**config.mk**
```make
export PLATFORM = sky130hd
export DESIGN_NAME = timer8_counter_compare_unit
export DESIGN_NICKNAME = d
export VERILOG_FILES = /design/src/rtl/timer8_pkg.sv /design/src/rtl/timer8_counter_compare_unit.sv
export SDC_FILE = /design/constraint.sdc
export NUM_CORES = 1
export LEC_CHECK = 0
export BUFFER_PORTS_ARGS = -buffer_cell sky130_fd_sc_hd__clkbuf_2
export CORE_MARGIN = 4
export CORE_UTILIZATION = 51
export CTS_CLUSTER_SIZE = 8
export DETAILED_ROUTE_END_ITERATION = 10
export PLACE_DENSITY_LB_ADDON = 0.12
export SETUP_SLACK_MARGIN = 0.3
export SLEW_MARGIN = 20
export SYNTH_ARGS = -nofsm -noshare
export SYNTH_HDL_FRONTEND = slang
export SYNTH_SLANG_ARGS = --single-unit
export TNS_END_PERCENT = 100
```
**constraint.sdc**
```tcl
create_clock -name aclk -period 2.4 [get_ports aclk]
set_clock_uncertainty 0.1 [all_clocks]
set_input_delay 0.24 -clock aclk [delete_from_list [all_inputs] [get_ports aclk]]
set_output_delay 0.24 -clock aclk [all_outputs]
set_load 0.1 [all_outputs]
```
**src/rtl/timer8_pkg.sv**
```systemverilog
// Purpose: shared constants of the 8-bit timer/counter with two compare channels
// Assumes: 32-bit AXI4-Lite register access, one aligned word per register
// Notes: registers hold up to 8 bits in the low byte, upper bits read as zero
package timer8_pkg;
   // register byte offsets
   localparam logic [7:0] OFF_CONTROL_REG_A = 8'h00;
   localparam logic [7:0] OFF_CONTROL_REG_B = 8'h04;
   localparam logic [7:0] OFF_COUNT_VALUE = 8'h08;
   localparam logic [7:0] OFF_COMPARE_REG_A = 8'h0c;
   localparam logic [7:0] OFF_COMPARE_REG_B = 8'h10;
   localparam logic [7:0] OFF_FLAG_REG = 8'h14;
   localparam logic [7:0] OFF_MASK_REG = 8'h18;
   localparam logic [7:0] OFF_ASYNC_STATUS_REG = 8'h1c;
   localparam logic [7:0] OFF_LEVEL_REG = 8'h20;
   // register indices returned by the address decoder
   localparam logic [3:0] SEL_CONTROL_REG_A = 4'h0;
   localparam logic [3:0] SEL_CONTROL_REG_B = 4'h1;
   localparam logic [3:0] SEL_COUNT_VALUE = 4'h2;
   localparam logic [3:0] SEL_COMPARE_REG_A = 4'h3;
   localparam logic [3:0] SEL_COMPARE_REG_B = 4'h4;
   localparam logic [3:0] SEL_FLAG_REG = 4'h5;
   localparam logic [3:0] SEL_MASK_REG = 4'h6;
   localparam logic [3:0] SEL_ASYNC_STATUS_REG = 4'h7;
   localparam logic [3:0] SEL_LEVEL_REG = 4'h8;
   localparam logic [3:0] SEL_NONE = 4'hf;
   // field positions
   localparam int POS_WAVEFORM_MODE_BIT0 = 0;
   localparam int POS_WAVEFORM_MODE_BIT1 = 1;
   localparam int POS_COM_B = 4;
   localparam int POS_COM_A = 6;
   localparam int POS_CLOCK_SELECT = 0;
   localparam int POS_WAVEFORM_MODE_BIT2 = 3;
   localparam int POS_FORCE_B = 6;
   localparam int POS_FORCE_A = 7;
   localparam int POS_OVERFLOW = 0;
   localparam int POS_MATCH_A = 1;
   localparam int POS_MATCH_B = 2;
   localparam int POS_ASYNC_CLOCK_SELECT = 5;
   localparam int POS_BOTTOM = 0;
   localparam int POS_MAX = 1;
   // counter landmarks
   localparam logic [7:0] COUNT_BOTTOM = 8'h00;
   localparam logic [7:0] COUNT_MAX = 8'hff;
   // waveform modes
   localparam logic [2:0] MODE_NORMAL = 3'h0;
   localparam logic [2:0] MODE_PC_MAX = 3'h1;
   localparam logic [2:0] MODE_CTC = 3'h2;
   localparam logic [2:0] MODE_FAST_MAX = 3'h3;
   localparam logic [2:0] MODE_PC_OCRA = 3'h5;
   localparam logic [2:0] MODE_FAST_OCRA = 3'h7;
   // compare output modes
   localparam logic [1:0] COM_OFF = 2'h0;
   localparam logic [1:0] COM_TOGGLE = 2'h1;
   localparam logic [1:0] COM_CLEAR = 2'h2;
   localparam logic [1:0] COM_SET = 2'h3;
   // clock select: zero stops the timer
   localparam logic [2:0] CS_STOPPED = 3'h0;
   // reset values
   localparam logic [7:0] RESET_BYTE = 8'h00;
   localparam logic [9:0] RESET_PRESCALE = 10'h000;
   // axi responses
   localparam logic [1:0] RESP_OKAY = 2'h0;
   localparam logic [1:0] RESP_SLVERR = 2'h2;
endpackage

```
**src/rtl/timer8_counter_compare_unit.sv**
```systemverilog
// Purpose: 8-bit timer/counter, two compare channels, waveform outputs, AXI4-Lite registers
// Assumes: all inputs synchronous to aclk; crystal_pin_in is sampled, not a clock
// Notes: ce low freezes every flip-flop, including the bus slave
`timescale 1ns/10ps
`default_nettype none
module timer8_counter_compare_unit (
   // clock, reset, enable
   input wire logic aclk,
   input wire logic aresetn,
   input wire logic ce,
   // axi4-lite write address
   input wire logic awvalid,
   output logic awready,
   input wire logic [7:0] awaddr,
   // axi4-lite write data
   input wire logic wvalid,
   output logic wready,
   input wire logic [31:0] wdata,
   input wire logic [3:0] wstrb,
   // axi4-lite write response
   output logic bvalid,
   input wire logic bready,
   output logic [1:0] bresp,
   // axi4-lite read address
   input wire logic arvalid,
   output logic arready,
   input wire logic [7:0] araddr,
   // axi4-lite read data
   output logic rvalid,
   input wire logic rready,
   output logic [31:0] rdata,
   output logic [1:0] rresp,
   // crystal oscillator pins
   input wire logic crystal_pin_in,
   output logic crystal_pin_out,
   // port pins shared with the waveform outputs
   input wire logic [1:0] pin_direction_bit,
   input wire logic [1:0] port_data,
   output logic [1:0] wave_output,
   output logic [1:0] wave_output_oe,
   // interrupt requests and service acknowledges
   output logic irq_overflow,
   output logic irq_match_a,
   output logic irq_match_b,
   input wire logic ack_overflow,
   input wire logic ack_match_a,
   input wire logic ack_match_b
);
   import timer8_pkg::*;

   function automatic logic [3:0] reg_sel(input logic [7:0] addr);
      case (addr)
         OFF_CONTROL_REG_A: reg_sel = SEL_CONTROL_REG_A;
         OFF_CONTROL_REG_B: reg_sel = SEL_CONTROL_REG_B;
         OFF_COUNT_VALUE: reg_sel = SEL_COUNT_VALUE;
         OFF_COMPARE_REG_A: reg_sel = SEL_COMPARE_REG_A;
         OFF_COMPARE_REG_B: reg_sel = SEL_COMPARE_REG_B;
         OFF_FLAG_REG: reg_sel = SEL_FLAG_REG;
         OFF_MASK_REG: reg_sel = SEL_MASK_REG;
         OFF_ASYNC_STATUS_REG: reg_sel = SEL_ASYNC_STATUS_REG;
         OFF_LEVEL_REG: reg_sel = SEL_LEVEL_REG;
         default: reg_sel = SEL_NONE;
      endcase
   endfunction

   // prescaler tap: all ones in the low bits marks a divided tick
   function automatic logic [9:0] div_mask(input logic [2:0] cs);
      case (cs)
         3'h2: div_mask = 10'h007;
         3'h3: div_mask = 10'h01f;
         3'h4: div_mask = 10'h03f;
         3'h5: div_mask = 10'h07f;
         3'h6: div_mask = 10'h0ff;
         3'h7: div_mask = 10'h3ff;
         default: div_mask = 10'h000;
      endcase
   endfunction

   // next output state on a compare match
   function automatic logic match_action(input logic [1:0] com, input logic fast, input logic pc,
                                         input logic down, input logic cur, input logic may_toggle);
      if (com == COM_OFF) begin
         match_action = cur;
      end else if (!fast && !pc) begin
         case (com)
            COM_TOGGLE: match_action = ~cur;
            COM_CLEAR: match_action = 1'b0;
            default: match_action = 1'b1;
         endcase
      end else begin
         case (com)
            COM_TOGGLE: match_action = may_toggle ? ~cur : cur;
            COM_CLEAR: match_action = pc & down;
            default: match_action = ~(pc & down);
         endcase
      end
   endfunction

   // register state
   logic [7:0] control_reg_a;
   logic [3:0] control_reg_b;
   logic [7:0] count_value;
   logic [7:0] compare_reg [2];
   logic [7:0] compare_buf [2];
   logic [2:0] flags;
   logic [2:0] mask;
   logic async_clock_select;
   logic [1:0] oc_state;
   logic count_down;
   logic block_match;
   logic [9:0] prescale;
   logic crystal_q;

   // bus state
   logic aw_full;
   logic w_full;
   logic [7:0] aw_addr;
   logic [7:0] w_byte;
   logic w_strb0;

   logic [2:0] waveform_mode_field;
   logic [2:0] clock_select_field;
   logic [1:0] com [2];
   logic fast;
   logic pc;
   logic pwm;
   logic [7:0] top;
   logic src_pulse;
   logic timer_tick;
   logic at_top;
   logic at_bottom;
   logic at_max;
   logic wr_go;
   logic [3:0] wr_sel;
   logic cnt_wr;
   logic [1:0] force_req;
   logic [1:0] match;
   logic [2:0] flag_set;
   logic [2:0] flag_clr;
   logic [7:0] next_count;
   logic next_down;
   logic [7:0] rd_byte;
   logic rd_hit;

   assign waveform_mode_field = {control_reg_b[POS_WAVEFORM_MODE_BIT2],
                                 control_reg_a[POS_WAVEFORM_MODE_BIT1],
                                 control_reg_a[POS_WAVEFORM_MODE_BIT0]};
   assign clock_select_field = control_reg_b[POS_CLOCK_SELECT +: 3];
   assign com[0] = control_reg_a[POS_COM_A +: 2];
   assign com[1] = control_reg_a[POS_COM_B +: 2];
   assign fast = (waveform_mode_field == MODE_FAST_MAX) || (waveform_mode_field == MODE_FAST_OCRA);
   assign pc = (waveform_mode_field == MODE_PC_MAX) || (waveform_mode_field == MODE_PC_OCRA);
   assign pwm = fast || pc;
   assign top = (waveform_mode_field == MODE_CTC || waveform_mode_field == MODE_FAST_OCRA ||
                 waveform_mode_field == MODE_PC_OCRA) ? compare_reg[0] : COUNT_MAX;
   assign at_bottom = (count_value == COUNT_BOTTOM);
   assign at_max = (count_value == COUNT_MAX);
   assign at_top = (count_value == top);

   // tick source: io clock, or a sampled rising edge of the crystal input
   assign src_pulse = async_clock_select ? (crystal_pin_in & ~crystal_q) : 1'b1;
   assign timer_tick = src_pulse && (clock_select_field != CS_STOPPED) &&
                       ((prescale & div_mask(clock_select_field)) == div_mask(clock_select_field));

   assign wr_go = aw_full && w_full && !bvalid;
   assign wr_sel = reg_sel(aw_addr);
   assign cnt_wr = wr_go && w_strb0 && (wr_sel == SEL_COUNT_VALUE);
   assign force_req = (wr_go && w_strb0 && wr_sel == SEL_CONTROL_REG_B && !pwm) ?
                      {w_byte[POS_FORCE_B], w_byte[POS_FORCE_A]} : 2'b00;

   // counting sequence per mode
   always_comb begin
      next_count = count_value + 8'h01;
      next_down = count_down;
      if (pc) begin
         if (count_down) begin
            if (at_bottom) begin
               next_count = count_value + 8'h01;
               next_down = 1'b0;
            end else begin
               next_count = count_value - 8'h01;
            end
         end else if (at_top) begin
            next_count = count_value - 8'h01;
            next_down = 1'b1;
         end
      end else if ((fast || waveform_mode_field == MODE_CTC) && at_top) begin
         next_count = COUNT_BOTTOM;
      end
   end

   always_ff @(posedge aclk) begin
      if (!aresetn) begin
         prescale <= RESET_PRESCALE;
         crystal_q <= 1'b0;
         crystal_pin_out <= 1'b0;
      end else if (ce) begin
         crystal_q <= crystal_pin_in;
         crystal_pin_out <= async_clock_select & ~crystal_pin_in;
         if (src_pulse && clock_select_field != CS_STOPPED) begin
            prescale <= prescale + 10'h001;
         end
      end
   end

   always_ff @(posedge aclk) begin
      if (!aresetn) begin
         count_value <= RESET_BYTE;
         count_down <= 1'b0;
      end else if (ce) begin
         if (cnt_wr) begin
            count_value <= w_byte;
         end else if (timer_tick) begin
            count_value <= next_count;
         end
         if (timer_tick) begin
            count_down <= next_down;
         end
      end
   end

   // a count write holds off matches until one tick has passed
   always_ff @(posedge aclk) begin
      if (!aresetn) begin
         block_match <= 1'b0;
      end else if (ce) begin
         if (cnt_wr) begin
            block_match <= 1'b1;
         end else if (timer_tick) begin
            block_match <= 1'b0;
         end
      end
   end

   always_ff @(posedge aclk) begin
      if (!aresetn) begin
         control_reg_a <= RESET_BYTE;
         control_reg_b <= 4'h0;
         mask <= 3'h0;
         async_clock_select <= 1'b0;
      end else if (ce && wr_go && w_strb0) begin
         case (wr_sel)
            SEL_CONTROL_REG_A: control_reg_a <= w_byte;
            SEL_CONTROL_REG_B: control_reg_b <= w_byte[3:0];
            SEL_MASK_REG: mask <= w_byte[2:0];
            SEL_ASYNC_STATUS_REG: async_clock_select <= w_byte[POS_ASYNC_CLOCK_SELECT];
            default: ;
         endcase
      end
   end

   // overflow point depends on the mode
   assign flag_set[POS_OVERFLOW] = timer_tick && ((!pwm && at_max) || (fast && at_top) ||
                                   (pc && at_bottom && count_down));
   assign flag_set[POS_MATCH_A] = match[0];
   assign flag_set[POS_MATCH_B] = match[1];
   assign flag_clr = ((wr_go && w_strb0 && wr_sel == SEL_FLAG_REG) ? w_byte[2:0] : 3'h0) |
                     {ack_match_b, ack_match_a, ack_overflow};

   always_ff @(posedge aclk) begin
      if (!aresetn) begin
         flags <= 3'h0;
      end else if (ce) begin
         flags <= (flags & ~flag_clr) | flag_set;
      end
   end

   always_ff @(posedge aclk) begin
      if (!aresetn) begin
         irq_overflow <= 1'b0;
         irq_match_a <= 1'b0;
         irq_match_b <= 1'b0;
      end else if (ce) begin
         irq_overflow <= flags[POS_OVERFLOW] & mask[POS_OVERFLOW];
         irq_match_a <= flags[POS_MATCH_A] & mask[POS_MATCH_A];
         irq_match_b <= flags[POS_MATCH_B] & mask[POS_MATCH_B];
      end
   end

   genvar ch;
   generate
      for (ch = 0; ch < 2; ch++) begin : g_channel
         logic wr_cmp;
         assign wr_cmp = wr_go && w_strb0 && (wr_sel == (ch == 0 ? SEL_COMPARE_REG_A : SEL_COMPARE_REG_B));
         // equality seen at this tick raises the flag at the same edge as the next count
         assign match[ch] = timer_tick && !block_match && (count_value == compare_reg[ch]);

         always_ff @(posedge aclk) begin
            if (!aresetn) begin
               compare_reg[ch] <= RESET_BYTE;
               compare_buf[ch] <= RESET_BYTE;
            end else if (ce) begin
               if (wr_cmp) begin
                  compare_buf[ch] <= w_byte;
               end
               if (!pwm && wr_cmp) begin
                  compare_reg[ch] <= w_byte;
               end else if (!pwm) begin
                  compare_reg[ch] <= compare_buf[ch];
               end else if (timer_tick && at_top && (fast || !count_down)) begin
                  compare_reg[ch] <= compare_buf[ch];
               end
            end
         end

         always_ff @(posedge aclk) begin
            if (!aresetn) begin
               oc_state[ch] <= 1'b0;
            end else if (ce) begin
               if (force_req[ch]) begin
                  oc_state[ch] <= match_action(com[ch], 1'b0, 1'b0, 1'b0, oc_state[ch], 1'b0);
               end else if (match[ch]) begin
                  oc_state[ch] <= match_action(com[ch], fast, pc, count_down, oc_state[ch],
                                               ch == 0 && waveform_mode_field[2]);
               end else if (fast && timer_tick && at_top && com[ch] == COM_CLEAR) begin
                  oc_state[ch] <= 1'b1;
               end else if (fast && timer_tick && at_top && com[ch] == COM_SET) begin
                  oc_state[ch] <= 1'b0;
               end
            end
         end

         always_ff @(posedge aclk) begin
            if (!aresetn) begin
               wave_output[ch] <= 1'b0;
               wave_output_oe[ch] <= 1'b0;
            end else if (ce) begin
               wave_output[ch] <= (com[ch] != COM_OFF) ? oc_state[ch] : port_data[ch];
               wave_output_oe[ch] <= pin_direction_bit[ch];
            end
         end
      end
   endgenerate

   // axi4-lite write channels
   always_ff @(posedge aclk) begin
      if (!aresetn) begin
         awready <= 1'b0;
         aw_full <= 1'b0;
         aw_addr <= RESET_BYTE;
      end else if (ce) begin
         if (awvalid && awready) begin
            aw_full <= 1'b1;
            awready <= 1'b0;
            aw_addr <= awaddr;
         end else if (bvalid && bready) begin
            aw_full <= 1'b0;
            awready <= 1'b1;
         end else if (!aw_full) begin
            awready <= 1'b1;
         end
      end
   end

   always_ff @(posedge aclk) begin
      if (!aresetn) begin
         wready <= 1'b0;
         w_full <= 1'b0;
         w_byte <= RESET_BYTE;
         w_strb0 <= 1'b0;
      end else if (ce) begin
         if (wvalid && wready) begin
            w_full <= 1'b1;
            wready <= 1'b0;
            w_byte <= wdata[7:0];
            w_strb0 <= wstrb[0];
         end else if (bvalid && bready) begin
            w_full <= 1'b0;
            wready <= 1'b1;
         end else if (!w_full) begin
            wready <= 1'b1;
         end
      end
   end

   always_ff @(posedge aclk) begin
      if (!aresetn) begin
         bvalid <= 1'b0;
         bresp <= RESP_OKAY;
      end else if (ce) begin
         if (wr_go) begin
            bvalid <= 1'b1;
            bresp <= (wr_sel == SEL_NONE) ? RESP_SLVERR : RESP_OKAY;
         end else if (bready) begin
            bvalid <= 1'b0;
         end
      end
   end

   // read mux
   always_comb begin
      rd_hit = 1'b1;
      rd_byte = RESET_BYTE;
      case (reg_sel(araddr))
         SEL_CONTROL_REG_A: rd_byte = control_reg_a;
         SEL_CONTROL_REG_B: rd_byte = {4'h0, control_reg_b};
         SEL_COUNT_VALUE: rd_byte = count_value;
         SEL_COMPARE_REG_A: rd_byte = compare_buf[0];
         SEL_COMPARE_REG_B: rd_byte = compare_buf[1];
         SEL_FLAG_REG: rd_byte = {5'h00, flags};
         SEL_MASK_REG: rd_byte = {5'h00, mask};
         SEL_ASYNC_STATUS_REG: rd_byte = {2'h0, async_clock_select, 5'h00};
         SEL_LEVEL_REG: rd_byte = {6'h00, at_max, at_bottom};
         default: rd_hit = 1'b0;
      endcase
   end

   always_ff @(posedge aclk) begin
      if (!aresetn) begin
         arready <= 1'b0;
         rvalid <= 1'b0;
         rdata <= 32'h0000_0000;
         rresp <= RESP_OKAY;
      end else if (ce) begin
         if (arvalid && arready) begin
            arready <= 1'b0;
            rvalid <= 1'b1;
            rdata <= {24'h00_0000, rd_byte};
            rresp <= rd_hit ? RESP_OKAY : RESP_SLVERR;
         end else if (rvalid && rready) begin
            rvalid <= 1'b0;
            arready <= 1'b1;
         end else if (!rvalid) begin
            arready <= 1'b1;
         end
      end
   end
endmodule
`default_nettype wire

```
== After elaboration in Yosys (flattened, before gate mapping) ==
Memory sizes are Yosys's and may differ from the RTL's.
Index checks and enable logic that the tools add are counted.

* Logic and storage cells: 320
* Output and inout bits: 49
* Input port bits: 68
* Memories: 2
* Memory bits (writable): 32
* Bits in registers: 86

{| class="wikitable"
|+ Memories
! memory !! depth !! bits a word !! rd ports !! clocked after Yosys merged registers in !! wr ports !! RTL line !! text
|-
| compare_buf || 2 || 8 || 2 || 0 || 2 || timer8_counter_compare_unit.sv:104 || <nowiki>logic [7:0] compare_buf [2];</nowiki>
|-
| compare_reg || 2 || 8 || 2 || 0 || 2 || timer8_counter_compare_unit.sv:103 || <nowiki>logic [7:0] compare_reg [2];</nowiki>
|}

* Reduce and logical (&&, ||, !) cells: 91
* Equal/unequal tests: 63
* Multiplexer cells: 104
* Bitwise gates (word level): 24
* Add/subtract/negate cells: 3

{| class="wikitable"
|+ Operator list
! cell !! number
|-
| $mux 8 || 16
|-
| $mux 1 || 76
|-
| $pmux 4 s9 || 2
|-
| $pmux 8 s9 || 1
|-
| $eq 8x5->1 const B || 8
|-
| $pmux 10 s6 || 1
|-
| $logic_and 1x1->1 || 38
|-
| $reduce_and 2->1 || 17
|-
| $eq 4x3->1 const B || 8
|-
| $eq 8x4->1 const B || 4
|-
| $eq 8x8->1 || 3
|-
| $logic_not 8->1 || 3
|-
| $eq 3x3->1 const B || 6
|-
| $eq 4x2->1 const B || 4
|-
| $eq 8x3->1 const B || 2
|-
| $eq 8x6->1 const B || 2
|-
| $reduce_bool 2->1 || 7
|-
| $eq 3x2->1 const B || 4
|-
| $add 10x1->10 const B || 1
|-
| $and 10x10->10 || 1
|-
| $eq 10x10->1 || 1
|-
| $reduce_and 5->1 || 2
|-
| $logic_or 1x1->1 || 9
|-
| $ne 3x1->1 const B || 3
|-
| other kinds (27) || 66
|}

== Logic depth before layout (Yosys ltp) ==
Gate-level depths: netlist of run 1.

* Depth in word-level cells: 14
* Gate-level depth with buffers: 11
* Depth with buffers taken out: 9

== Least setup slack after synthesis of run 1 ==
OpenSTA, ideal clock, no wires.

* Path type: register to register
* Start: register count_value[0]
* End: register count_value[7]
* Clock period less this slack: 2,530 ps
* Arrival time: 2,298 ps
* Setup time: 132 ps
* Buffers on the path: 1
* Setup slack: -130 ps
* Cell stages (with the launch flop): 10
* Required time: 2,168 ps
* Cells stage by stage: dfxtp_1 buf_4 inv_1 ha_1 or3b_2 nor4b_1 o2111ai_1 o22a_1 a21oi_1 nor3_1

* Word-level cells in the longest chain between the ends: 6
* Elaborated cells between the ends (all ways): 12
* Classes of those cells: 2 x add/sub; 1 x eq/ne; 7 x mux; 2 x reduce/logical

{| class="wikitable"
|+ Ends and longest elaborated chain
! what !! RTL line !! text
|-
| from (decl) || timer8_counter_compare_unit.sv:102 || <nowiki>logic [7:0] count_value;</nowiki>
|-
| from (signal assigned) || timer8_counter_compare_unit.sv:212 || <nowiki>count_value <= w_byte;</nowiki>
|-
| from (signal assigned) || timer8_counter_compare_unit.sv:214 || <nowiki>count_value <= next_count;</nowiki>
|-
| $add 8x1->8 (tied with other cells) || timer8_counter_compare_unit.sv:173, timer8_counter_compare_unit.sv:178 ||
|-
| $mux 8 (tied with other cells) || timer8_counter_compare_unit.sv:183 || <nowiki>end else if (at_top) begin</nowiki>
|-
| $mux 8 (on tied branches) || timer8_counter_compare_unit.sv:176, timer8_counter_compare_unit.sv:187 ||
|-
| $mux 8 (*) || timer8_counter_compare_unit.sv:175 || <nowiki>if (pc) begin</nowiki>
|-
| $mux 8 (*) || timer8_counter_compare_unit.sv:213 || <nowiki>end else if (timer_tick) begin</nowiki>
|-
| $mux 8 (*) || timer8_counter_compare_unit.sv:211 || <nowiki>if (cnt_wr) begin</nowiki>
|}

Mark *: on every way between the ends. The rest lies on a longest branch, timed or not. The select of a mux whose other input is x is not followed.
A chain may end at the register's enable or synchronous reset.

== Final worst setup path of run 1 ==
* Start: register aw_addr[0]
* End: register count_value[5]

* Word-level cells in the longest chain between the ends: 6
* Elaborated cells between the ends (all ways): 15
* Classes of those cells: 9 x eq/ne; 2 x mux; 4 x reduce/logical

{| class="wikitable"
|+ Ends and longest elaborated chain
! what !! RTL line !! text
|-
| from (decl) || timer8_counter_compare_unit.sv:117 || <nowiki>logic [7:0] aw_addr;</nowiki>
|-
| from (signal assigned) || timer8_counter_compare_unit.sv:345 || <nowiki>aw_addr <= awaddr;</nowiki>
|-
| $eq 8x6->1 (tied with other cells) || timer8_counter_compare_unit.sv:52 || <nowiki>case (addr)</nowiki>
|-
| $pmux 4 s9 (*) || timer8_counter_compare_unit.sv:52 ||
|-
| $eq 4x2->1 (*) || timer8_counter_compare_unit.sv:167 || <nowiki>assign cnt_wr = wr_go && w_strb0 && (wr_sel == SEL_COUNT_VALUE);</nowiki>
|-
| $logic_and 1x1->1 (*) || timer8_counter_compare_unit.sv:167 ||
|-
| $reduce_bool 2->1 (no source line) || -- ||
|-
| $reduce_and 2->1 (no source line) || -- ||
|}

Mark *: on every way between the ends. The rest lies on a longest branch, timed or not.

==> results of run 1 <==
stage by stage:
stage / cells / worst slack, ns / hold slack (ns) / total power, W
final: 1098 / -0.0508 / 0.0244 / 0.00516
after floorplan: 779 / 0.143 / 0.276 / 0.00257
after global placement: 1011 / -0.180 / 0.340 / 0.00266
after CTS: 1084 / 0.00428 / 0.00792 / 0.00515
after detailed placement: 1011 / -0.188 / 0.349 / 0.00266
after global routing: 1098 / -0.158 / 0.0462 / 0.00530
worst register-to-register path: cells and delay by family (launching register included):
family                 cells  cell delay [ns]
and+or+nand+nor            4             1.27
buffers and inverters      1             0.15
DFF                        1             0.32
AOI/OAI and AO/OA          3             0.51
final timing paths:
path,end
min,bvalid
min reg2reg,aw_addr[0]
max,count_value[5]
max reg2reg,count_value[5]
per-layer routing:
layer | global-route usage (%) | up-vias
met4 | 10.8 | 0
met1 | 38.3 | 3060
met5 | 0 | -
met2 | 47.6 | 268
met3 | 4.90 | 58
li1 | - | 3003
power by group through the flow:
stage / Combinational [W] / Sequential (W) / Clock, W
after detailed placement: 0.000517 / 0.00215 / 0
final: 0.000592 / 0.00210 / 0.00247
after global placement: 0.000513 / 0.00214 / 0
after CTS: 0.000561 / 0.00210 / 0.00249
after global routing: 0.000623 / 0.00211 / 0.00256
after floorplan: 0.000379 / 0.00219 / 0
logic make-up (layout without fill, tap and decap cells):
| family | Yosys count | in the layout | synth area share [%] |
|---|---|---|---|
| muxes | 38 | 38 | 6.06 |
| AOI/OAI and AO/OA | 171 | 171 | 18.1 |
| xor gates and xnor gates | 21 | 21 | 2.81 |
| adders and majority gates | 7 | 7 | 1.34 |
| buffers and inverters | 80 | 227 | 6.33 |
| DFF | 116 | 116 | 40.4 |
| and+or+nand+nor | 320 | 320 | 24.9 |
| other | 1 | 26 | 0.0573 |
layout by cell type, fill, tap and decap left out, types with 8 or more instances in the layout:
master	count
buf_4	75
nand2_1	71
nor2_1	68
dfxtp_1	66
clkbuf_2	63
a21oi_1	48
mux2i_1	34
edfxtp_1	32
conb_1	26
nand3_1	25
and2_1	20
o21ai_0	20
dlygate4sd3_1	20
buf_6	20
clkbuf_16	17
a22o_1	16
xor2_1	14
dfxtp_2	14
and3_1	13
nand2b_1	12
nor2b_1	11
and2_4	9
nor3_1	9
inv_1	8
nand2_2	8
a21oi_2	8
cell type report:
class / count / area, µm² / share of cell area [%]
timing repair buffer: 184 / 1420 / 15.6
multi-input combinational: 583 / 4150 / 45.7
inverter: 11 / 48.8 / 0.537
tap: 172 / 215 / 2.37
sequential: 116 / 2680 / 29.5
clock inverter: 15 / 145 / 1.60
clock buffer: 17 / 425 / 4.68
repair_timing:
| item | CTS | global route |
|---|---|---|
| setup buffers | 21 | 14 |
| resized for setup | 62 | 80 |
| pin swaps | 21 | 31 |
| gates cloned | 0 | 0 |
| hold buffers | 20 | 0 |
| hold endpoints to repair | 20 | 0 |
| setup endpoints to repair | 88 | 95 |
==> results.sh, run 1 <==
export IMPL_status="complete, but fails checks"
export IMPL_violations="setup timing"
export IMPL_worstHoldStart="bready"
export IMPL_reg2reg_from="aw_addr[0]"
export IMPL_synth_cell_type_count=79
export IMPL_cts_clk_slew_worst_paths_ns=0.06
export IMPL_fin_crit_sh_pct=102
export IMPL_hold_violations=0
export IMPL_dp_hpwl_um=15200
export IMPL_cp_num_cells=8
export IMPL_synth_top_area_cell="dfxtp_1"
export IMPL_hold_class="input pin to flop"
export IMPL_diodes=0
export IMPL_drcViolationCount=0
export IMPL_wl_met1_um=9210
export IMPL_wl_met3_um=1490
export IMPL_die_x_um=121
export IMPL_area_delta_synth_final_pct=38.7
export IMPL_tightest_slew_ns=0.642
export IMPL_dr_first_iter_drc_count=568
export IMPL_synthTopCellsByArea="dfxtp_1 26%, edfxtp_1 15%, mux2i_1 5.2%"
export IMPL_place_gp_congestion=0.924
export IMPL_r2r_slack_ns=-0.05
export IMPL_drtAntennaViolNets=0
export IMPL_clock_tree_buffer_depth=2
export IMPL_synthCells=754
export IMPL_synth_top_area_share_pct=25.7
export IMPL_cts_root_buf="clkbuf_16"
export IMPL_port_buffers=63
export IMPL_cap_viol_max_count=0
export IMPL_crit_family="simple AND/OR/NAND/NOR gates"
export IMPL_viasPerCell=5.82
export IMPL_min_path_cells=4
export IMPL_utilization_pct=72.0
export IMPL_startpoint="aw_addr[0]"
export IMPL_drt_wl_total_um=21600
export IMPL_nets=988
export IMPL_max_stage_delay_ns=0.52
export IMPL_top_layer_used="met4"
export IMPL_cp_end_kind="flop"
export IMPL_numCtsBuffers=17
export IMPL_p_leak_nw=3.75
export IMPL_gr_total_overflow=0
export IMPL_placedInstanceArea_mm2=0.00749
export IMPL_start_kind="flop"
export IMPL_powerDensity_mw_per_mm2=568
export IMPL_die_area_mm2=0.0147
export IMPL_drv_slew=0
export IMPL_coreArea_mm2=0.0126
export IMPL_finalSetupTns_ns=-0.118
export IMPL_clock_sinks=116
export IMPL_switching_share_pct=29.0
export IMPL_wire_per_inst_um=19.7
export IMPL_maxSlewHeadroom_pct=57.2
export IMPL_worstPathRequired_ns=2.61
export IMPL_synth_edf_count=32
export IMPL_synthTopCellsByCount="84 x dfxtp_1, 84 x nand2_1, 73 x nor2_1"
export IMPL_combPwrFrac_pct=11.5
export IMPL_p_switching_w=0.00150
export IMPL_rsz0062_at_grt="yes"
export IMPL_critPathMaxFanout=5
export IMPL_cts_tree="done"
export IMPL_p_int_w=0.00366
export IMPL_grt_max_degree=39
export IMPL_design_area_mm2=0.00908
export IMPL_track_usage_pct=29.0
export IMPL_clock_latency_ns=0.42
export IMPL_finalSetupViolCount=4
export IMPL_netlist_area_mm2=0.00655
export IMPL_drive_above_1_share_pct=35.2
export IMPL_r2r_cells=8
export IMPL_max_freq_mhz=408
export IMPL_ys_flop_type="dfxtp_1"
export IMPL_synth_seq_cells=116
export IMPL_drt_pass1_iterations=5
export IMPL_antenna_found_initial=0
export IMPL_io_pins=117
export IMPL_num_rows=41
export IMPL_clockPowerShare_pct=47.8
export IMPL_worst_slack_ns=-0.0508
export IMPL_seqPwrFrac_pct=40.8
export IMPL_cp_arrival_ns=2.66
export IMPL_start_util_pct=51.9
export IMPL_dieHeight_um=121
export IMPL_dr_total_vias=6389
export IMPL_path_cells="or4_4 > buf_6 > nor3_4 > and4_4 > a21o_1 > and3_1 > a21oi_2 > o221ai_2"
export IMPL_fillCellCount=962
export IMPL_wl_met2_um=10200
export IMPL_min_period_ns=2.45
export IMPL_slowest_stage="or4_4"
export IMPL_synth_warnings=0
export IMPL_synth_area_per_cell_um2=8.68
export IMPL_critPathKind="flop to flop"
export IMPL_htreeDepth=4
export IMPL_grt_pass1_vias=6057
export IMPL_synth_seq_area_share_pct=40.4
export IMPL_crit_buf_inv=1
export IMPL_ir_drop_uv=670
export IMPL_grt_pass1_wl_um=32600
export IMPL_async_flop_share_pct=0
(Power assumes the default switching activity.)
==> inputs of run 2 (changes only) <==
ABC_AREA = 1   (was unset)
==> run 2 against run 1 <==
  * The run ends with hold timing left
  * Area after synthesis is 2.3% higher
  * Worst hold slack got worse by 0.025 ns
  * Flip-flop and latch count unchanged
  * Cell count grew 13%
  * Die area up 2.1%
  * Clock power increased by 2%
  * Design area is 9.6% lower
  * Synthesized cell count grew 26%
  * Global-route usage down 2.0 points
  * Fmax up 15%
  * Sequential share of layout area grew 3.1 points
==> results.sh, run 2 <==
export IMPL_min_period_ns=2.12
export IMPL_grt_pass1_vias=5945
export IMPL_wire_per_inst_um=16.2
export IMPL_fin_crit_sh_pct=88.4
export IMPL_num_rows=41
export IMPL_place_ws_ns=0.250
export IMPL_dp_cells=1188
export IMPL_die_area_mm2=0.0150
export IMPL_grt_max_degree=69
export IMPL_clock_latency_ns=0.43
export IMPL_numCtsBuffers=17
export IMPL_gr_total_overflow=0
export IMPL_clock_tree_buffer_depth=2
export IMPL_utilization_pct=64.5
export IMPL_start_kind="flop"
export IMPL_fin_hold_ws_ns=-0.000106
export IMPL_synthCells=948
export IMPL_antenna_found_initial=0
export IMPL_dr_total_vias=6669
export IMPL_area_delta_synth_final_pct=22.6
export IMPL_yosys_mux_area_fraction_pct=0
export IMPL_cts_root_buf="clkbuf_16"
export IMPL_cts_clk_slew_worst_paths_ns=0.06
export IMPL_dieHeight_um=123
export IMPL_rsz0062_at_grt="yes"
export IMPL_final_cell_mix="197 x nand2_1, 104 x nor2_1, 96 x inv_1"
export IMPL_drive_above_1_share_pct=22.8
export IMPL_async_flop_share_pct=0
export IMPL_synth_area_per_cell_um2=7.06
export IMPL_placedInstanceArea_mm2=0.00722
export IMPL_hold_class="input pin to flop"
export IMPL_synth_top_area_cell="dfxtp_1"
export IMPL_synth_top_family_by_area="simple AND/OR/NAND/NOR gates"
export IMPL_hold_violations=1
export IMPL_worstHoldStart="awaddr[1]"
export IMPL_drt_wl_total_um=20100
export IMPL_design_area_mm2=0.00821
export IMPL_drt_pass1_iterations=5
export IMPL_cap_viol_max_count=0
export IMPL_min_path_cells=3
export IMPL_yosysMostFrequentCell="nand2_1"
export IMPL_coreArea_mm2=0.0127
export IMPL_max_freq_mhz=471
export IMPL_ys_flop_type="dfxtp_1"
export IMPL_ir_drop_uv=441
export IMPL_r2r_cells=11
export IMPL_grt_pass1_wl_um=30800
export IMPL_synthTopCellsByArea="dfxtp_1 25%, edfxtp_1 14%, nand2_1 12%"
export IMPL_critPathKind="flop to flop"
export IMPL_clock_sinks=116
export IMPL_status="complete, but fails checks"
export IMPL_final_common_cell="nand2_1"
export IMPL_reg2reg_from="count_value[0]"
export IMPL_io_pins=117
export IMPL_worst_slack_ns=0.278
export IMPL_fin_cells=1245
export IMPL_startpoint="count_value[0]"
export IMPL_synth_edf_count=32
export IMPL_finalSetupTns_ns=0
export IMPL_synth_seq_area_share_pct=39.5
export IMPL_port_buffers=63
export IMPL_htreeDepth=4
export IMPL_drcViolationCount=0
export IMPL_critPathMaxFanout=6
export IMPL_drtAntennaViolNets=0
export IMPL_start_util_pct=52.6
export IMPL_nets=1135
export IMPL_synth_top_area_share_pct=25.1
export IMPL_dp_hpwl_um=14700
export IMPL_tightest_slew_ns=0.687
export IMPL_viasPerCell=5.36
export IMPL_cp_end_kind="flop"
export IMPL_synth_warnings=0
export IMPL_synth_adder_area_share_pct=1.31
export IMPL_powerDensity_mw_per_mm2=638
export IMPL_timing_rr_end="count_value[6]"
export IMPL_cts_tree="done"
export IMPL_synthTopCellsByCount="212 x nand2_1, 112 x nor2_1, 105 x inv_1"
export IMPL_r2r_slack_ns=0.28
export IMPL_synth_xor_xnor_area_share_pct=2.35
export IMPL_violations="hold timing"
export IMPL_synth_simple_area_share_pct=28.9
export IMPL_track_usage_pct=27.0
export IMPL_whs_endpoint="aw_addr[1]"
export IMPL_p_leak_nw=3.71
export IMPL_cp_arrival_ns=2.33
export IMPL_die_x_um=123
export IMPL_netlist_area_mm2=0.00670
export IMPL_worstPathRequired_ns=2.61
export IMPL_drv_slew=0
export IMPL_synth_compound_area_share_pct=16.0
export IMPL_maxSlewHeadroom_pct=54.2
export IMPL_finalSetupViolCount=0
export IMPL_diodes=0
export IMPL_synth_cell_type_count=46
export IMPL_synth_seq_cells=116
export IMPL_place_gp_congestion=1.02
export IMPL_dr_first_iter_drc_count=669
==> run 2: changes by cell type in the layout (fill, tap and decap cells not counted), moves of 18 or more <==
cell and delta:
buf_4 -33, nor2_1 +36, a21oi_1 +20, nand2_1 +126, inv_1 +88, mux2i_1 -34
nand3_1 +25, o21ai_0 +51, and2_1 -18, inv_2 +21
==> run 2: critical path: stages (launching register included) <==
cell     delay, ns
dfxtp_4       0.37
inv_4         0.09
ha_2          0.18
nand3_1       0.09
nor2_2        0.17
nand4_1       0.24
nand2_2       0.19
nand2_4       0.10
buf_4         0.16
a31o_2        0.20
nand2_1       0.06
a21oi_1       0.06
==> run 2: cell families after synthesis <==
family          count (synthesis)
xor+xnor                       18
simple gates                  441
compound gates                193
buf+inv                       172
other cells                     1
flops                         116
fa+ha+maj                       7
==> run 2: metal layers <==
metal	global-route usage (%)	up-vias	wire, µm
met4	10.7	0	689
met2	41.8	317	9030
li1	-	3300	-
met5	0	-	0
met1	36.5	3000	8480
met3	6.31	52	1930
==> run 2: timing repair <==
item	in CTS	in global routing
hold buffers	9	0
setup buffers	2	13
resized for setup	8	71
cloned	0	1
pin swaps	2	28
setup endpoints to repair	28	67
endpoints found under the hold margin	9	0
==> run 2: through the flow <==
step / hold slack [ns] / power, W
finish: -0.000106 / 0.00524
global route: 0.00337 / 0.00541
CTS: 0.000193 / 0.00522
detailed placement: 0.334 / 0.00270
global placement: 0.329 / 0.00270
floorplan: 0.243 / 0.00260
==> run 2: worst max-delay path by stage <==
stage | end | slack (ns) | depth (start not counted)
3_5_place_dp | compare_reg[0][6] | 0.25 | 10
3_3_place_gp | compare_reg[0][5] | 0.25 | 10
6_report | count_value[6] | 0.28 | 11
5_1_grt | count_value[0] | 0.18 | 14
2_1_floorplan | compare_reg[0][0] | 0.43 | 12
4_1_cts | compare_reg[1][4] | 0.28 | 11
==> run 2: area by class of cell <==
cell class | count | area, µm²
clock buffer | 17 | 425
clock inverter | 15 | 159
fill | 1173 | 4510
inverter | 122 | 473
multi-input combinational | 685 | 3510
sequential | 116 | 2670
tap | 172 | 215
timing repair buffer | 117 | 754
timing repair inverter | 1 | 6.26
==> run 2: report_power, final <==
part	switching, W	total [W]	internal, W
combinational	0.000475	0.000607	0.000132
clock	0.00106	0.00253	0.00147
sequential	0.0000436	0.00210	0.00206
